`config.mk`:
```
export PLATFORM = sky130hd
export DESIGN_NAME = asu_uart
export DESIGN_NICKNAME = d
export VERILOG_FILES = /design/src/asu_pkg.sv /design/src/asu_uart.sv
export VERILOG_INCLUDE_DIRS = /design/src
export SDC_FILE = /design/constraint.sdc
export NUM_CORES = 1
export LEC_CHECK = 0
export ABC_AREA = 1
export BUFFER_PORTS_ARGS = -buffer_cell sky130_fd_sc_hd__buf_4
export CAP_MARGIN = 20
export CORE_MARGIN = 5
export CORE_UTILIZATION = 35
export DETAILED_ROUTE_END_ITERATION = 10
export GPL_ROUTABILITY_DRIVEN = 0
export PLACE_DENSITY = 0.59
export SYNTH_ARGS = -nofsm -noshare
export SYNTH_HDL_FRONTEND = slang
export SYNTH_SLANG_ARGS = --single-unit
```
`constraint.sdc`:
```
create_clock -name CLK -period 3.9 [get_ports CLK]
set_input_delay 0 -clock CLK [delete_from_list [all_inputs] [get_ports CLK]]
set_output_delay 0 -clock CLK [all_outputs]
set_load 0.02 [all_outputs]
```
`src/asu_consts.svh`:
```
// Offsets, field positions, reset values and timing counts of the serial unit.
// Assumes inclusion by the unit and the bench only; definitions only.
`ifndef ASU_CONSTS_SVH
`define ASU_CONSTS_SVH
`define ASU_OFF_MODE 8'h00
`define ASU_OFF_CTRL 8'h04
`define ASU_OFF_STAT 8'h08
`define ASU_OFF_TXD 8'h0C
`define ASU_OFF_RXD 8'h10
`define ASU_OFF_BAUD 8'h14
// serial_mode_reg fields
`define ASU_M_SEVEN 0
`define ASU_M_PAR 1
`define ASU_M_ODD 2
`define ASU_M_TWO_STOP 3
`define ASU_M_TAG 4
// serial_ctrl_reg fields
`define ASU_C_TX_ON 0
`define ASU_C_RX_ON 1
`define ASU_C_TX_IRQ 2
`define ASU_C_TXD_IRQ 3
`define ASU_C_RX_IRQ 4
`define ASU_C_CLK_LO 5
`define ASU_C_CLK_HI 6
// serial_status_reg fields
`define ASU_S_TX_EMPTY 0
`define ASU_S_TX_DONE 1
`define ASU_S_RX_FULL 2
`define ASU_S_OVERRUN 3
`define ASU_S_FRAME 4
`define ASU_S_PARITY 5
`define ASU_S_TAG_TX 6
`define ASU_S_TAG_RX 7
// Reset values and timing
`define ASU_RST_MODE 8'h00
`define ASU_RST_CTRL 8'h00
`define ASU_RST_BAUD 16'h0000
`define ASU_PH_LAST 4'hF
`define ASU_PH_SAMPLE 4'h7
`define ASU_PH_CLK_RISE 4'h8
`define ASU_BITS_8 4'h7
`define ASU_BITS_7 4'h6
`endif

```
`src/asu_pkg.sv`:
```
// Types of the asynchronous serial unit: state enums and the state record.
// Assumes asu_consts.svh alongside for the numeric constants.
package asu_pkg;
    typedef enum logic [2:0] {TX_IDLE, TX_START, TX_DATA, TX_TAG, TX_STOP} asu_tx_e;
    typedef enum logic [2:0] {RX_IDLE, RX_START, RX_DATA, RX_TAG, RX_STOP} asu_rx_e;
    typedef struct packed {
        logic [7:0] mode;
        logic [7:0] ctrl;
        logic [15:0] baud_div;
        logic [15:0] baud_cnt;
        logic tx_empty;
        logic tx_done;
        logic rx_full;
        logic overrun;
        logic frame_fault;
        logic parity_fault;
        logic tag_tx;
        logic tag_rx;
        logic [7:0] tx_hold;
        logic [7:0] tx_shift;
        logic tx_extra;
        logic tx_next;
        logic tx_out;
        logic sck;
        asu_tx_e tx_st;
        logic [3:0] tx_ph;
        logic [3:0] tx_cnt;
        asu_rx_e rx_st;
        logic [3:0] rx_ph;
        logic [3:0] rx_cnt;
        logic [7:0] rx_shift;
        logic rx_extra;
        logic [7:0] rx_hold;
        logic [2:0] rxs;
        logic [2:0] cks;
        logic [31:0] prdata;
    } asu_state_s;
endpackage : asu_pkg

```
`src/asu_uart.sv`:
```
// Asynchronous serial unit: APB registers, baud tick, transmitter, receiver.
// Assumes a zero-wait APB master and a remote peer on RX_LINE/TX_LINE.
// Summary of operation
// - Frame: low start, data, option, high stops
// - Idle line high; falling edge starts reception
// - Sixteen formats from mode register fields
// - Independent double-buffered transmitter and receiver
// - Basic clock is sixteen times bit rate
// - Sync on start edge, sample eighth pulse
// - Clock output rises mid transmitted bit
// - Transmit disable forces empty flag set
// - Receive disable keeps flags and buffer
// - Load shift stage, set empty, start
// - Send start, data, option bit, stops
// - At stop, pending character follows immediately
// - At stop, nothing pending sets done flag
// - Receiver shifts character, checks parity, stop
// - Full buffer on completion: overrun, discard
// - Parity mismatch sets fault, keeps character
// - Low stop bit sets frame fault
// - Clean completion stores character, sets full
// - Errors halt reception until flags cleared
//
// Implementation choices: the register addresses and the APB interface to the registers.
`include "asu_consts.svh"
module asu_uart
    import asu_pkg::*;
(
    input wire logic CLK,
    input wire logic RESET,
    input wire logic PSEL,
    input wire logic PENABLE,
    input wire logic PWRITE,
    input wire logic [7:0] PADDR,
    input wire logic [31:0] PWDATA,
    output logic [31:0] PRDATA,
    output logic PREADY,
    output logic PSLVERR,
    output logic TX_LINE,
    input wire logic RX_LINE,
    input wire logic SERIAL_CLK_I,
    output logic SERIAL_CLK_O,
    output logic SERIAL_CLK_OE,
    output logic TX_EMPTY_IRQ,
    output logic TX_DONE_IRQ,
    output logic RX_FULL_IRQ,
    output logic RX_ERROR_IRQ
);
    asu_state_s q;
    asu_state_s next_q;
    logic tick;
    logic tx_bnd;
    logic rx_smp;
    logic rx_bit;
    logic rx_fall;
    logic rx_err;
    logic rx_done;
    logic go_stop;
    logic has_extra;
    logic [3:0] last_bit;
    logic [7:0] rx_data;
    logic par_bad;
    logic wr;
    logic mapped;
    logic [31:0] rd_mux;

    assign mapped = (PADDR == `ASU_OFF_MODE) || (PADDR == `ASU_OFF_CTRL)
        || (PADDR == `ASU_OFF_STAT) || (PADDR == `ASU_OFF_TXD)
        || (PADDR == `ASU_OFF_RXD) || (PADDR == `ASU_OFF_BAUD);
    assign wr = PSEL && PENABLE && PWRITE && mapped;
    assign PREADY = 1'b1;
    assign PSLVERR = PSEL && PENABLE && !mapped;
    assign PRDATA = q.prdata;
    assign TX_LINE = q.tx_out;
    assign SERIAL_CLK_O = q.sck;
    // Clock drives out only on internal source with output on
    assign SERIAL_CLK_OE = !q.ctrl[`ASU_C_CLK_HI] && q.ctrl[`ASU_C_CLK_LO];
    assign TX_EMPTY_IRQ = q.tx_empty && q.ctrl[`ASU_C_TX_IRQ];
    assign TX_DONE_IRQ = q.tx_done && q.ctrl[`ASU_C_TXD_IRQ];
    assign RX_FULL_IRQ = q.rx_full && q.ctrl[`ASU_C_RX_IRQ];
    assign rx_err = q.overrun || q.frame_fault || q.parity_fault;
    assign RX_ERROR_IRQ = rx_err && q.ctrl[`ASU_C_RX_IRQ];
    // Tag format overrides parity enable
    assign has_extra = q.mode[`ASU_M_TAG] || q.mode[`ASU_M_PAR];
    assign last_bit = q.mode[`ASU_M_SEVEN] ? `ASU_BITS_7 : `ASU_BITS_8;
    assign tx_bnd = tick && (q.tx_ph == `ASU_PH_LAST);
    assign rx_smp = tick && (q.rx_ph == `ASU_PH_SAMPLE);
    assign rx_bit = q.rxs[1];
    assign rx_fall = q.rxs[2] && !q.rxs[1];
    assign rx_data = q.mode[`ASU_M_SEVEN] ? {1'b0, q.rx_shift[7:1]} : q.rx_shift;
    assign par_bad = q.mode[`ASU_M_PAR] && !q.mode[`ASU_M_TAG]
        && ((^rx_data ^ q.rx_extra) != q.mode[`ASU_M_ODD]);
    assign rx_done = (q.rx_st == RX_STOP) && rx_smp;

    always_comb begin
        rd_mux = 32'h0000_0000;
        case (PADDR)
            `ASU_OFF_MODE: rd_mux[7:0] = q.mode;
            `ASU_OFF_CTRL: rd_mux[7:0] = q.ctrl;
            `ASU_OFF_STAT: rd_mux[7:0] = {q.tag_rx, q.tag_tx, q.parity_fault,
                q.frame_fault, q.overrun, q.rx_full, q.tx_done, q.tx_empty};
            `ASU_OFF_TXD: rd_mux[7:0] = q.tx_hold;
            `ASU_OFF_RXD: rd_mux[7:0] = q.rx_hold;
            `ASU_OFF_BAUD: rd_mux[15:0] = q.baud_div;
            default: rd_mux = 32'h0000_0000;
        endcase
    end

    always_comb begin
        next_q = q;
        go_stop = 1'b0;
        // Sixteen-times tick: internal divider or synchronised pin edges
        next_q.cks = {q.cks[1:0], SERIAL_CLK_I};
        next_q.rxs = {q.rxs[1:0], RX_LINE};
        if (q.ctrl[`ASU_C_CLK_HI]) begin
            tick = q.cks[1] && !q.cks[2];
            next_q.baud_cnt = 16'h0000;
        end else begin
            tick = (q.baud_cnt == q.baud_div);
            next_q.baud_cnt = tick ? 16'h0000 : q.baud_cnt + 16'h0001;
        end
        // APB side
        if (PSEL && !PENABLE) begin
            next_q.prdata = rd_mux;
        end
        if (wr) begin
            case (PADDR)
                `ASU_OFF_MODE: next_q.mode = PWDATA[7:0];
                `ASU_OFF_CTRL: next_q.ctrl = PWDATA[7:0];
                `ASU_OFF_STAT: begin
                    // Write zero clears; a same-cycle hardware set wins below
                    next_q.tx_done = q.tx_done && PWDATA[`ASU_S_TX_DONE];
                    next_q.rx_full = q.rx_full && PWDATA[`ASU_S_RX_FULL];
                    next_q.overrun = q.overrun && PWDATA[`ASU_S_OVERRUN];
                    next_q.frame_fault = q.frame_fault && PWDATA[`ASU_S_FRAME];
                    next_q.parity_fault = q.parity_fault && PWDATA[`ASU_S_PARITY];
                    next_q.tag_tx = PWDATA[`ASU_S_TAG_TX];
                end
                `ASU_OFF_TXD: begin
                    next_q.tx_hold = PWDATA[7:0];
                    next_q.tx_empty = 1'b0;
                    next_q.tx_done = 1'b0;
                end
                `ASU_OFF_BAUD: next_q.baud_div = PWDATA[15:0];
                default: next_q.baud_div = q.baud_div;
            endcase
        end
        // Transmitter; phase runs freely so the clock output keeps its cadence
        if (tick) begin
            next_q.tx_ph = q.tx_ph + 4'h1;
        end
        case (q.tx_st)
            TX_IDLE: begin
                if (tx_bnd && q.ctrl[`ASU_C_TX_ON] && !q.tx_empty) begin
                    next_q.tx_shift = q.tx_hold;
                    next_q.tx_extra = q.mode[`ASU_M_TAG] ? q.tag_tx
                        : (^q.tx_hold[6:0] ^ (q.tx_hold[7] && !q.mode[`ASU_M_SEVEN])
                        ^ q.mode[`ASU_M_ODD]);
                    next_q.tx_empty = 1'b1;
                    next_q.tx_st = TX_START;
                end
            end
            TX_START: begin
                if (tx_bnd) begin
                    next_q.tx_st = TX_DATA;
                    next_q.tx_cnt = 4'h0;
                end
            end
            TX_DATA: begin
                if (tx_bnd) begin
                    next_q.tx_shift = {1'b0, q.tx_shift[7:1]};
                    next_q.tx_cnt = q.tx_cnt + 4'h1;
                    if (q.tx_cnt == last_bit) begin
                        next_q.tx_st = has_extra ? TX_TAG : TX_STOP;
                        go_stop = !has_extra;
                    end
                end
            end
            TX_TAG: begin
                if (tx_bnd) begin
                    next_q.tx_st = TX_STOP;
                    go_stop = 1'b1;
                end
            end
            TX_STOP: begin
                if (tx_bnd) begin
                    if (q.mode[`ASU_M_TWO_STOP] && q.tx_cnt == 4'h0) begin
                        next_q.tx_cnt = 4'h1;
                    end else begin
                        next_q.tx_st = q.tx_next ? TX_START : TX_IDLE;
                        next_q.tx_next = 1'b0;
                    end
                end
            end
            default: next_q.tx_st = TX_IDLE;
        endcase
        if (go_stop) begin
            next_q.tx_cnt = 4'h0;
            // Pending character is taken at stop-bit entry, keeping frames gapless
            if (q.ctrl[`ASU_C_TX_ON] && !next_q.tx_empty) begin
                next_q.tx_shift = next_q.tx_hold;
                next_q.tx_extra = q.mode[`ASU_M_TAG] ? next_q.tag_tx
                    : (^next_q.tx_hold[6:0]
                    ^ (next_q.tx_hold[7] && !q.mode[`ASU_M_SEVEN]) ^ q.mode[`ASU_M_ODD]);
                next_q.tx_empty = 1'b1;
                next_q.tx_next = 1'b1;
            end else begin
                next_q.tx_done = 1'b1;
            end
        end
        if (!q.ctrl[`ASU_C_TX_ON]) begin
            next_q.tx_st = TX_IDLE;
            next_q.tx_next = 1'b0;
            next_q.tx_empty = 1'b1;
        end
        case (next_q.tx_st)
            TX_START: next_q.tx_out = 1'b0;
            TX_DATA: next_q.tx_out = next_q.tx_shift[0];
            TX_TAG: next_q.tx_out = next_q.tx_extra;
            default: next_q.tx_out = 1'b1;
        endcase
        next_q.sck = next_q.tx_ph[3];
        // Receiver
        if (q.rx_st != RX_IDLE && tick) begin
            next_q.rx_ph = q.rx_ph + 4'h1;
        end
        case (q.rx_st)
            RX_IDLE: begin
                if (q.ctrl[`ASU_C_RX_ON] && !rx_err && rx_fall) begin
                    next_q.rx_st = RX_START;
                    next_q.rx_ph = 4'h0;
                end
            end
            RX_START: begin
                if (rx_smp) begin
                    // A glitch shorter than half a bit is not a start bit
                    next_q.rx_st = rx_bit ? RX_IDLE : RX_DATA;
                    next_q.rx_cnt = 4'h0;
                end
            end
            RX_DATA: begin
                if (rx_smp) begin
                    next_q.rx_shift = {rx_bit, q.rx_shift[7:1]};
                    next_q.rx_cnt = q.rx_cnt + 4'h1;
                    if (q.rx_cnt == last_bit) begin
                        next_q.rx_st = has_extra ? RX_TAG : RX_STOP;
                    end
                end
            end
            RX_TAG: begin
                if (rx_smp) begin
                    next_q.rx_extra = rx_bit;
                    next_q.rx_st = RX_STOP;
                end
            end
            RX_STOP: begin
                if (rx_smp) begin
                    next_q.rx_st = RX_IDLE;
                    next_q.frame_fault = next_q.frame_fault || !rx_bit;
                    next_q.parity_fault = next_q.parity_fault || par_bad;
                    if (q.rx_full) begin
                        next_q.overrun = 1'b1;
                        next_q.rx_full = 1'b1;
                    end else begin
                        next_q.rx_hold = rx_data;
                        next_q.tag_rx = q.mode[`ASU_M_TAG] && q.rx_extra;
                        next_q.rx_full = next_q.rx_full || (rx_bit && !par_bad);
                    end
                end
            end
            default: next_q.rx_st = RX_IDLE;
        endcase
        if (!q.ctrl[`ASU_C_RX_ON] && q.rx_st != RX_STOP) begin
            next_q.rx_st = RX_IDLE;
        end
        if (!q.ctrl[`ASU_C_RX_ON] && q.rx_st == RX_STOP) begin
            next_q.rx_st = RX_IDLE;
            next_q.rx_hold = q.rx_hold;
            next_q.rx_full = q.rx_full;
            next_q.overrun = q.overrun;
            next_q.frame_fault = q.frame_fault;
            next_q.parity_fault = q.parity_fault;
            next_q.tag_rx = q.tag_rx;
        end
    end

    always_ff @(posedge CLK or posedge RESET) begin
        if (RESET) begin
            q <= '0;
            q.mode <= `ASU_RST_MODE;
            q.ctrl <= `ASU_RST_CTRL;
            q.baud_div <= `ASU_RST_BAUD;
            q.tx_empty <= 1'b1;
            q.tx_out <= 1'b1;
            q.rxs <= 3'h7;
            q.tx_st <= TX_IDLE;
            q.rx_st <= RX_IDLE;
        end else begin
            q <= next_q;
        end
    end
endmodule : asu_uart

```
==> impl_metrics.json, run 1 <==
{
  "status": "completed",
  "ys_ff_latch": 136,
  "core_area_um2": 21800,
  "wl_per_cell_um": 14.5,
  "crit_end": "q[102]",
  "via_count": 6516,
  "slew_violations": 0,
  "die-area_um2": 25100,
  "viasPerCell": 4.86,
  "clk_latency_ps": 420,
  "clkPwrFrac": 0.511,
  "reg2regPathDepth": 14,
  "maxCapViolCount": 0,
  "synth_edf_count": 0,
  "grt_max_degree": 114,
  "p_sw_frac": 0.238,
  "num_rows": 54,
  "die_w_um": 158,
  "r2r_slack_ps": 1300,
  "ir_drop_uv": 296,
  "switchingPower_w": 0.000824,
  "routed_wl_um": 19500,
  "initial_core_util": 0.354,
  "ys_seq_area_frac": 0.443,
  "grt_usage": 0.160,
  "cts_root_buffer": "clkbuf_16",
  "fin_crit_sh": 0.667,
  "skew_ps": 10.2,
  "diodes": 0,
  "p_leak_nw": 4.43,
  "area_delta_synth_final_pct": 17.7,
  "final_common_cell": "nand2_1",
  "cp-startpoint": "q[145]",
  "clk_pin_slew_ps": 70,
  "hp-start": "PENABLE",
  "fin_tns_setup_ps": 0,
  "power_frac_comb": 0.060,
  "yosysWarnings": 0,
  "yosysTopAreaCellShare": 0.426,
  "synth_async_sr_flop_share": 1.00,
  "layout_common_cells": "236 x nand2_1, 135 x inv_1, 131 x dfrtp_1, 88 x o21ai_0, 78 x nor2_1",
  "crit-reg2reg-launch": "q[145]",
  "ys_types": 52,
  "maxSlewHeadroom": 0.361,
  "cp-start-kind": "flip-flop",
  "synth_area_leader_cell": "dfrtp_1",
  "setup_violations": 0,
  "cts_tree": "done",
  "grt_pass1_vias": 6171,
  "post-cts-setup-buffers": 0,
  "critPathKind": "reg2reg",
  "netlist_top_cells_area": "dfrtp_1 43%, nand2_1 12%, inv_1 6.6%",
  "antenna_found_initial": 0,
  "port_buffers": 54,
  "clock-sinks": 136,
  "post-dp-hpwl_um": 14400,
  "synth_ff_type": "dfrtp_1",
  "drt_pre_antenna_iters": 7,
  "tightest_slew_ps": 950,
  "syn_avg_cell_area_um2": 7.78,
  "worstPathRequired_ps": 4210,
  "cp-end-kind": "flip-flop",
  "antenna_left": 0,
  "reg2reg_to": "q[102]",
  "drive_above_1_share": 0.131,
  "drc": 0,
  "fin_nets": 1101,
  "overflow": 0,
  "postSynthCellCount": 989,
  "hold_viol": 0,
  "rsz0062_at_grt": "no",
  "numCtsBuffers": 17,
  "seqPwrFrac": 0.429,
  "place_ws_ps": 1210,
  "die_y_um": 158,
  "p_int_w": 0.00263,
  "drtIter0Drc": 414,
  "setup_slack_ps": 1300,
  "syn_area_um2": 7700,
  "cts_buffer_depth": 2,
  "layout_min_cycle_time_ps": 2600,
  "h-tree-depth": 4,
  "num_io_pins": 88,
  "crit_path_max_fanout": 17,
  "powerDensity_nw_per_um2": 382,
  "fmax_mhz": 384,
  "hold_path.class": "in2reg",
  "arrival_ps": 2910,
  "grt_pass1_wl_um": 31900
}
==> worst min path at each step <==
stage	to	slack, ps	cells after the start
2_1_floorplan	next_q[36]	4	0
3_3_place_gp	next_q[36]	110	1
3_5_place_dp	next_q[36]	110	1
4_1_cts	PRDATA[3]	10	4
5_1_grt	PRDATA[3]	50	4
6_report	PRDATA[5]	6	4
==> synthesized netlist by cell type, types with 6 or more instances <==
library cell and count:
xor2_1 24, o21ai_0 88, dfrtp_1 131, inv_1 136, buf_4 36, xnor2_1 12, ha_1 6, a31oi_1 7
nor2_1 78, nand2_1 236, o2111ai_1 6, nand4_1 16, nand3_1 47, nand2_2 11, a21oi_1 35, nor3_1 20
clkbuf_1 10
==> final cells by class <==
cell class	instances	area (µm²)
clock buffer	18	439
fill	2214	12700
inverter	141	534
tap	280	350
multi-input combinational	675	3470
sequential	136	3410
timing repair buffer	77	646
clock inverter	14	211
==> state kept, by name, indices dropped and copies added (netlist names) <==
name,cells
PRDATA,16
TX_LINE,1
next_q,4
q,115
==> power by group through the flow <==
stage | Sequential, W | Clock, W | Combinational [W]
global route | 0.00149 | 0.00186 | 0.000233
global placement | 0.00151 | 0 | 0.000187
floorplan | 0.00150 | 0 | 0.000143
detailed placement | 0.00151 | 0 | 0.000188
CTS | 0.00148 | 0.00179 | 0.000206
finish | 0.00148 | 0.00177 | 0.000206
==> through the flow <==
| step | util | area [µm²] | hold slack [ps] | instances | total power [W] |
|---|---|---|---|---|---|
| 3_5_place_dp | 0.376 | 8190 | 114 | 1289 | 0.00170 |
| 5_1_grt | 0.416 | 9060 | 52.5 | 1341 | 0.00359 |
| 6_report | 0.416 | 9060 | 6.00 | 1341 | 0.00346 |
| 3_3_place_gp | 0.376 | 8190 | 110 | 1289 | 0.00170 |
| 2_1_floorplan | - | 7750 | 4.48 | 1004 | 0.00164 |
| 4_1_cts | 0.415 | 9030 | 10.8 | 1340 | 0.00348 |
==> layer usage <==
metal / global-route usage / vias to the layer above / part of all wire
met1: 0.221 / 3060 / 0.48
met4: 0.0422 / 0 / 0.016
li1: - / 3285 / -
met3: 0.0291 / 21 / 0.048
met5: 0 / - / 0
met2: 0.260 / 150 / 0.46
==> logic make-up (layout without fill, tap and decap cells) <==
kind of cell | Yosys count | after routing | share of synthesized area
DFF | 136 | 136 | 0.443
muxes | 5 | 5 | 0.00731
adders and majority gates | 6 | 6 | 0.00975
AOI/OAI and AO/OA | 172 | 172 | 0.129
xor gates and xnor gates | 36 | 36 | 0.0410
buffers and inverters | 193 | 250 | 0.114
and+or+nand+nor | 439 | 439 | 0.255
other | 2 | 17 | 0.000976
==> worst max-delay path, cell delays in order (launching register included) <==
cell and delay (ps):
dfrtp_1 720, inv_1 260, o21ai_0 330, xor2_1 200
xor2_1 180, xor2_1 200, inv_1 60, nand2_1 80
nand2_1 60, nand2_1 50, nand3b_1 110, nand2_1 80
nand2_1 40, nand3b_1 70, nand2_1 50
==> repair_timing <==
action,in CTS,in global routing
gates resized for setup,0,0
hold buffers,19,0
endpoints found under the hold margin,145,0
(Power assumes the default switching activity.)
==> run 2, diff against run 1 <==
Settings changed: ABC_AREA 1 to 0, PLACE_DENSITY 0.59 to 0.58.
Clock period 3.9 ns to 2.47 ns, I/O delays scaled along.
==> run 2 against run 1 <==
Compared with the run above:
- combinational power grew to 3.1 times the previous value
- final cell count is 19% lower
- synthesized area shrank 6.4%
- final area shrank 0.77%
- global-route usage decreased by 0.59 points
- sequential power grew 58%
- synthesized cell count is 28% lower
==> impl_metrics.json, run 2 <==
{
  "yosysMostFrequentCell": "dfrtp_1",
  "fin_crit_sh": 0.964,
  "cts_tree": "done",
  "crit_path_max_fanout": 8,
  "antenna_found_initial": 0,
  "die_y_um": 153,
  "fin_nets": 858,
  "clk_latency_ps": 420,
  "via_count": 5473,
  "fmax_mhz": 420,
  "maxCapViolCount": 0,
  "grt_max_degree": 37,
  "num_rows": 52,
  "rsz0062_at_grt": "yes",
  "largest_register": "q",
  "die-area_um2": 23500,
  "yosysWarnings": 0,
  "netlist_top_cells_area": "dfrtp_1 46%, mux2_2 7.2%, xor2_1 3.9%",
  "numCtsBuffers": 17,
  "hold_viol": 0,
  "ys_seq_area_frac": 0.473,
  "viasPerCell": 5.03,
  "multiInputGateArea_um2": 3460,
  "largest_reg_flops": 115,
  "crit-reg2reg-launch": "q[128]",
  "status": "completed",
  "core_area_um2": 20200,
  "skew_ps": 5.74,
  "p_leak_nw": 4.20,
  "synth_area_leader_cell": "dfrtp_1",
  "grt_pass1_vias": 5370,
  "drtIter0Drc": 370,
  "diodes": 0,
  "overflow": 0,
  "worstPathRequired_ps": 2770,
  "wl_per_cell_um": 16.5,
  "synthTopCellsByCount": "131 x dfrtp_1, 73 x nand2_1, 54 x nor2_1",
  "synth_ff_type": "dfrtp_1",
  "grt_pass1_wl_um": 29000,
  "yosysTopAreaCellShare": 0.455,
  "cp-end-kind": "flip-flop",
  "placedCellCount": 1035,
  "syn_area_um2": 7200,
  "ys_ff_latch": 136,
  "setup_violations": 0,
  "routed_wl_um": 18000,
  "final_cells": 1088,
  "fin_hold_ws_ps": 21.1,
  "final_common_cell": "dfrtp_1",
  "initial_core_util": 0.356,
  "cts_buffer_depth": 2,
  "syn_avg_cell_area_um2": 10.2,
  "layout_min_cycle_time_ps": 2380,
  "synth_async_sr_flop_share": 1.00,
  "drive_above_1_share": 0.252,
  "postSynthCellCount": 709,
  "die_w_um": 153,
  "hp-start": "PADDR[3]",
  "powerDensity_nw_per_um2": 660,
  "num_io_pins": 88,
  "ys_types": 73,
  "cp-start-kind": "flip-flop",
  "antenna_left": 0,
  "cts_root_buffer": "clkbuf_16",
  "drt_pre_antenna_iters": 5,
  "cp-startpoint": "q[128]",
  "h-tree-depth": 4,
  "hold_path.class": "in2reg",
  "ir_drop_uv": 364,
  "clock-sinks": 136,
  "post-dp-hpwl_um": 13000,
  "grt_usage": 0.154,
  "ff_latch_area_um2": 3410,
  "drc": 0,
  "fill_cells": 1938,
  "fin_area_um2": 8990,
  "clk_pin_slew_ps": 60,
  "placed_cell_area_um2": 8050,
  "port_buffers": 54,
  "slew_violations": 0,
  "critPathKind": "reg2reg",
  "maxSlewHeadroom": 0.455,
  "tightest_slew_ps": 815,
  "layout_common_cells": "129 x dfrtp_1, 93 x buf_4, 73 x nand2_1, 54 x nor2_1, 45 x mux2_2",
  "area_delta_synth_final_pct": 24.8,
  "arrival_ps": 2690,
  "synth_edf_count": 0
}
## run 2: where the power goes
part           switching [W]  internal [W]
Clock                0.00101       0.00193
Combinational       0.000366      0.000277
Sequential         0.0000568       0.00229
## run 2: cell type report
class | instances | share of cell area
repair buffers | 120 | 0.114
multi-input cells | 512 | 0.385
clock inverters | 14 | 0.0272
clock buffers | 18 | 0.0489
well taps | 270 | 0.0376
flip-flops and latches | 136 | 0.380
inverters | 18 | 0.00794
## run 2: final timing paths
kind                            slack [ps]  cells after the start          to
max in group asynchronous             1470                      4      q[104]
worst max-delay path                    90                      9       q[47]
min in group asynchronous              290                      3  next_q[33]
worst min-delay path                    20                      4   PRDATA[5]
worst min register to register         350                      0  next_q[34]
worst max register to register          90                      9       q[47]
## run 2: worst max-delay path: stages (launching register included)
cell and delay (ps):
dfrtp_1 400, xor2_1 180, nor4_2 310, nand4_1 180, buf_6 170, o22ai_4 230, nand3b_4 140, nor3_4 170
buf_12 150, mux2_2 320
## run 2: cell families (layout without fill, tap and decap cells)
family / after synthesis / after routing / share of synthesized area
xor gates and xnor gates: 57 / 57 / 0.0693
DFF: 136 / 136 / 0.473
adders and majority gates: 6 / 6 / 0.0104
other: 2 / 17 / 0.00104
buffers and inverters: 76 / 170 / 0.0592
AOI/OAI and AO/OA: 138 / 138 / 0.125
and+or+nand+nor: 227 / 227 / 0.160
muxes: 67 / 67 / 0.101
## run 2: timing repair
action / in CTS / in global routing
hold endpoints to repair: 77 / 0
gates resized for setup: 1 / 16
setup buffers: 0 / 2
hold buffers: 19 / 0
setup endpoints to repair: 2 / 45
pin swaps: 0 / 4
## run 2: metal layers
layer	global-route usage	up-vias	wire (µm)
met1	0.214	2663	8610
met2	0.238	138	8350
li1	-	2658	-
met4	0.0488	0	221
met3	0.0362	14	820
met5	0	-	0
## run 2: per-stage QoR
| stage | total power (W) | setup slack, ps | setup TNS [ps] | utilization |
|---|---|---|---|---|
| 3_5_place_dp | 0.00299 | -42.8 | -42.8 | 0.398 |
| 5_1_grt | 0.00615 | -55.5 | -543 | 0.444 |
| 6_report | 0.00593 | 88.0 | 0 | 0.444 |
| 3_3_place_gp | 0.00298 | -3.54 | -3.54 | 0.398 |
| 4_1_cts | 0.00598 | 20.2 | 0 | 0.441 |
| 2_1_floorplan | 0.00275 | 145 | 0 | - |
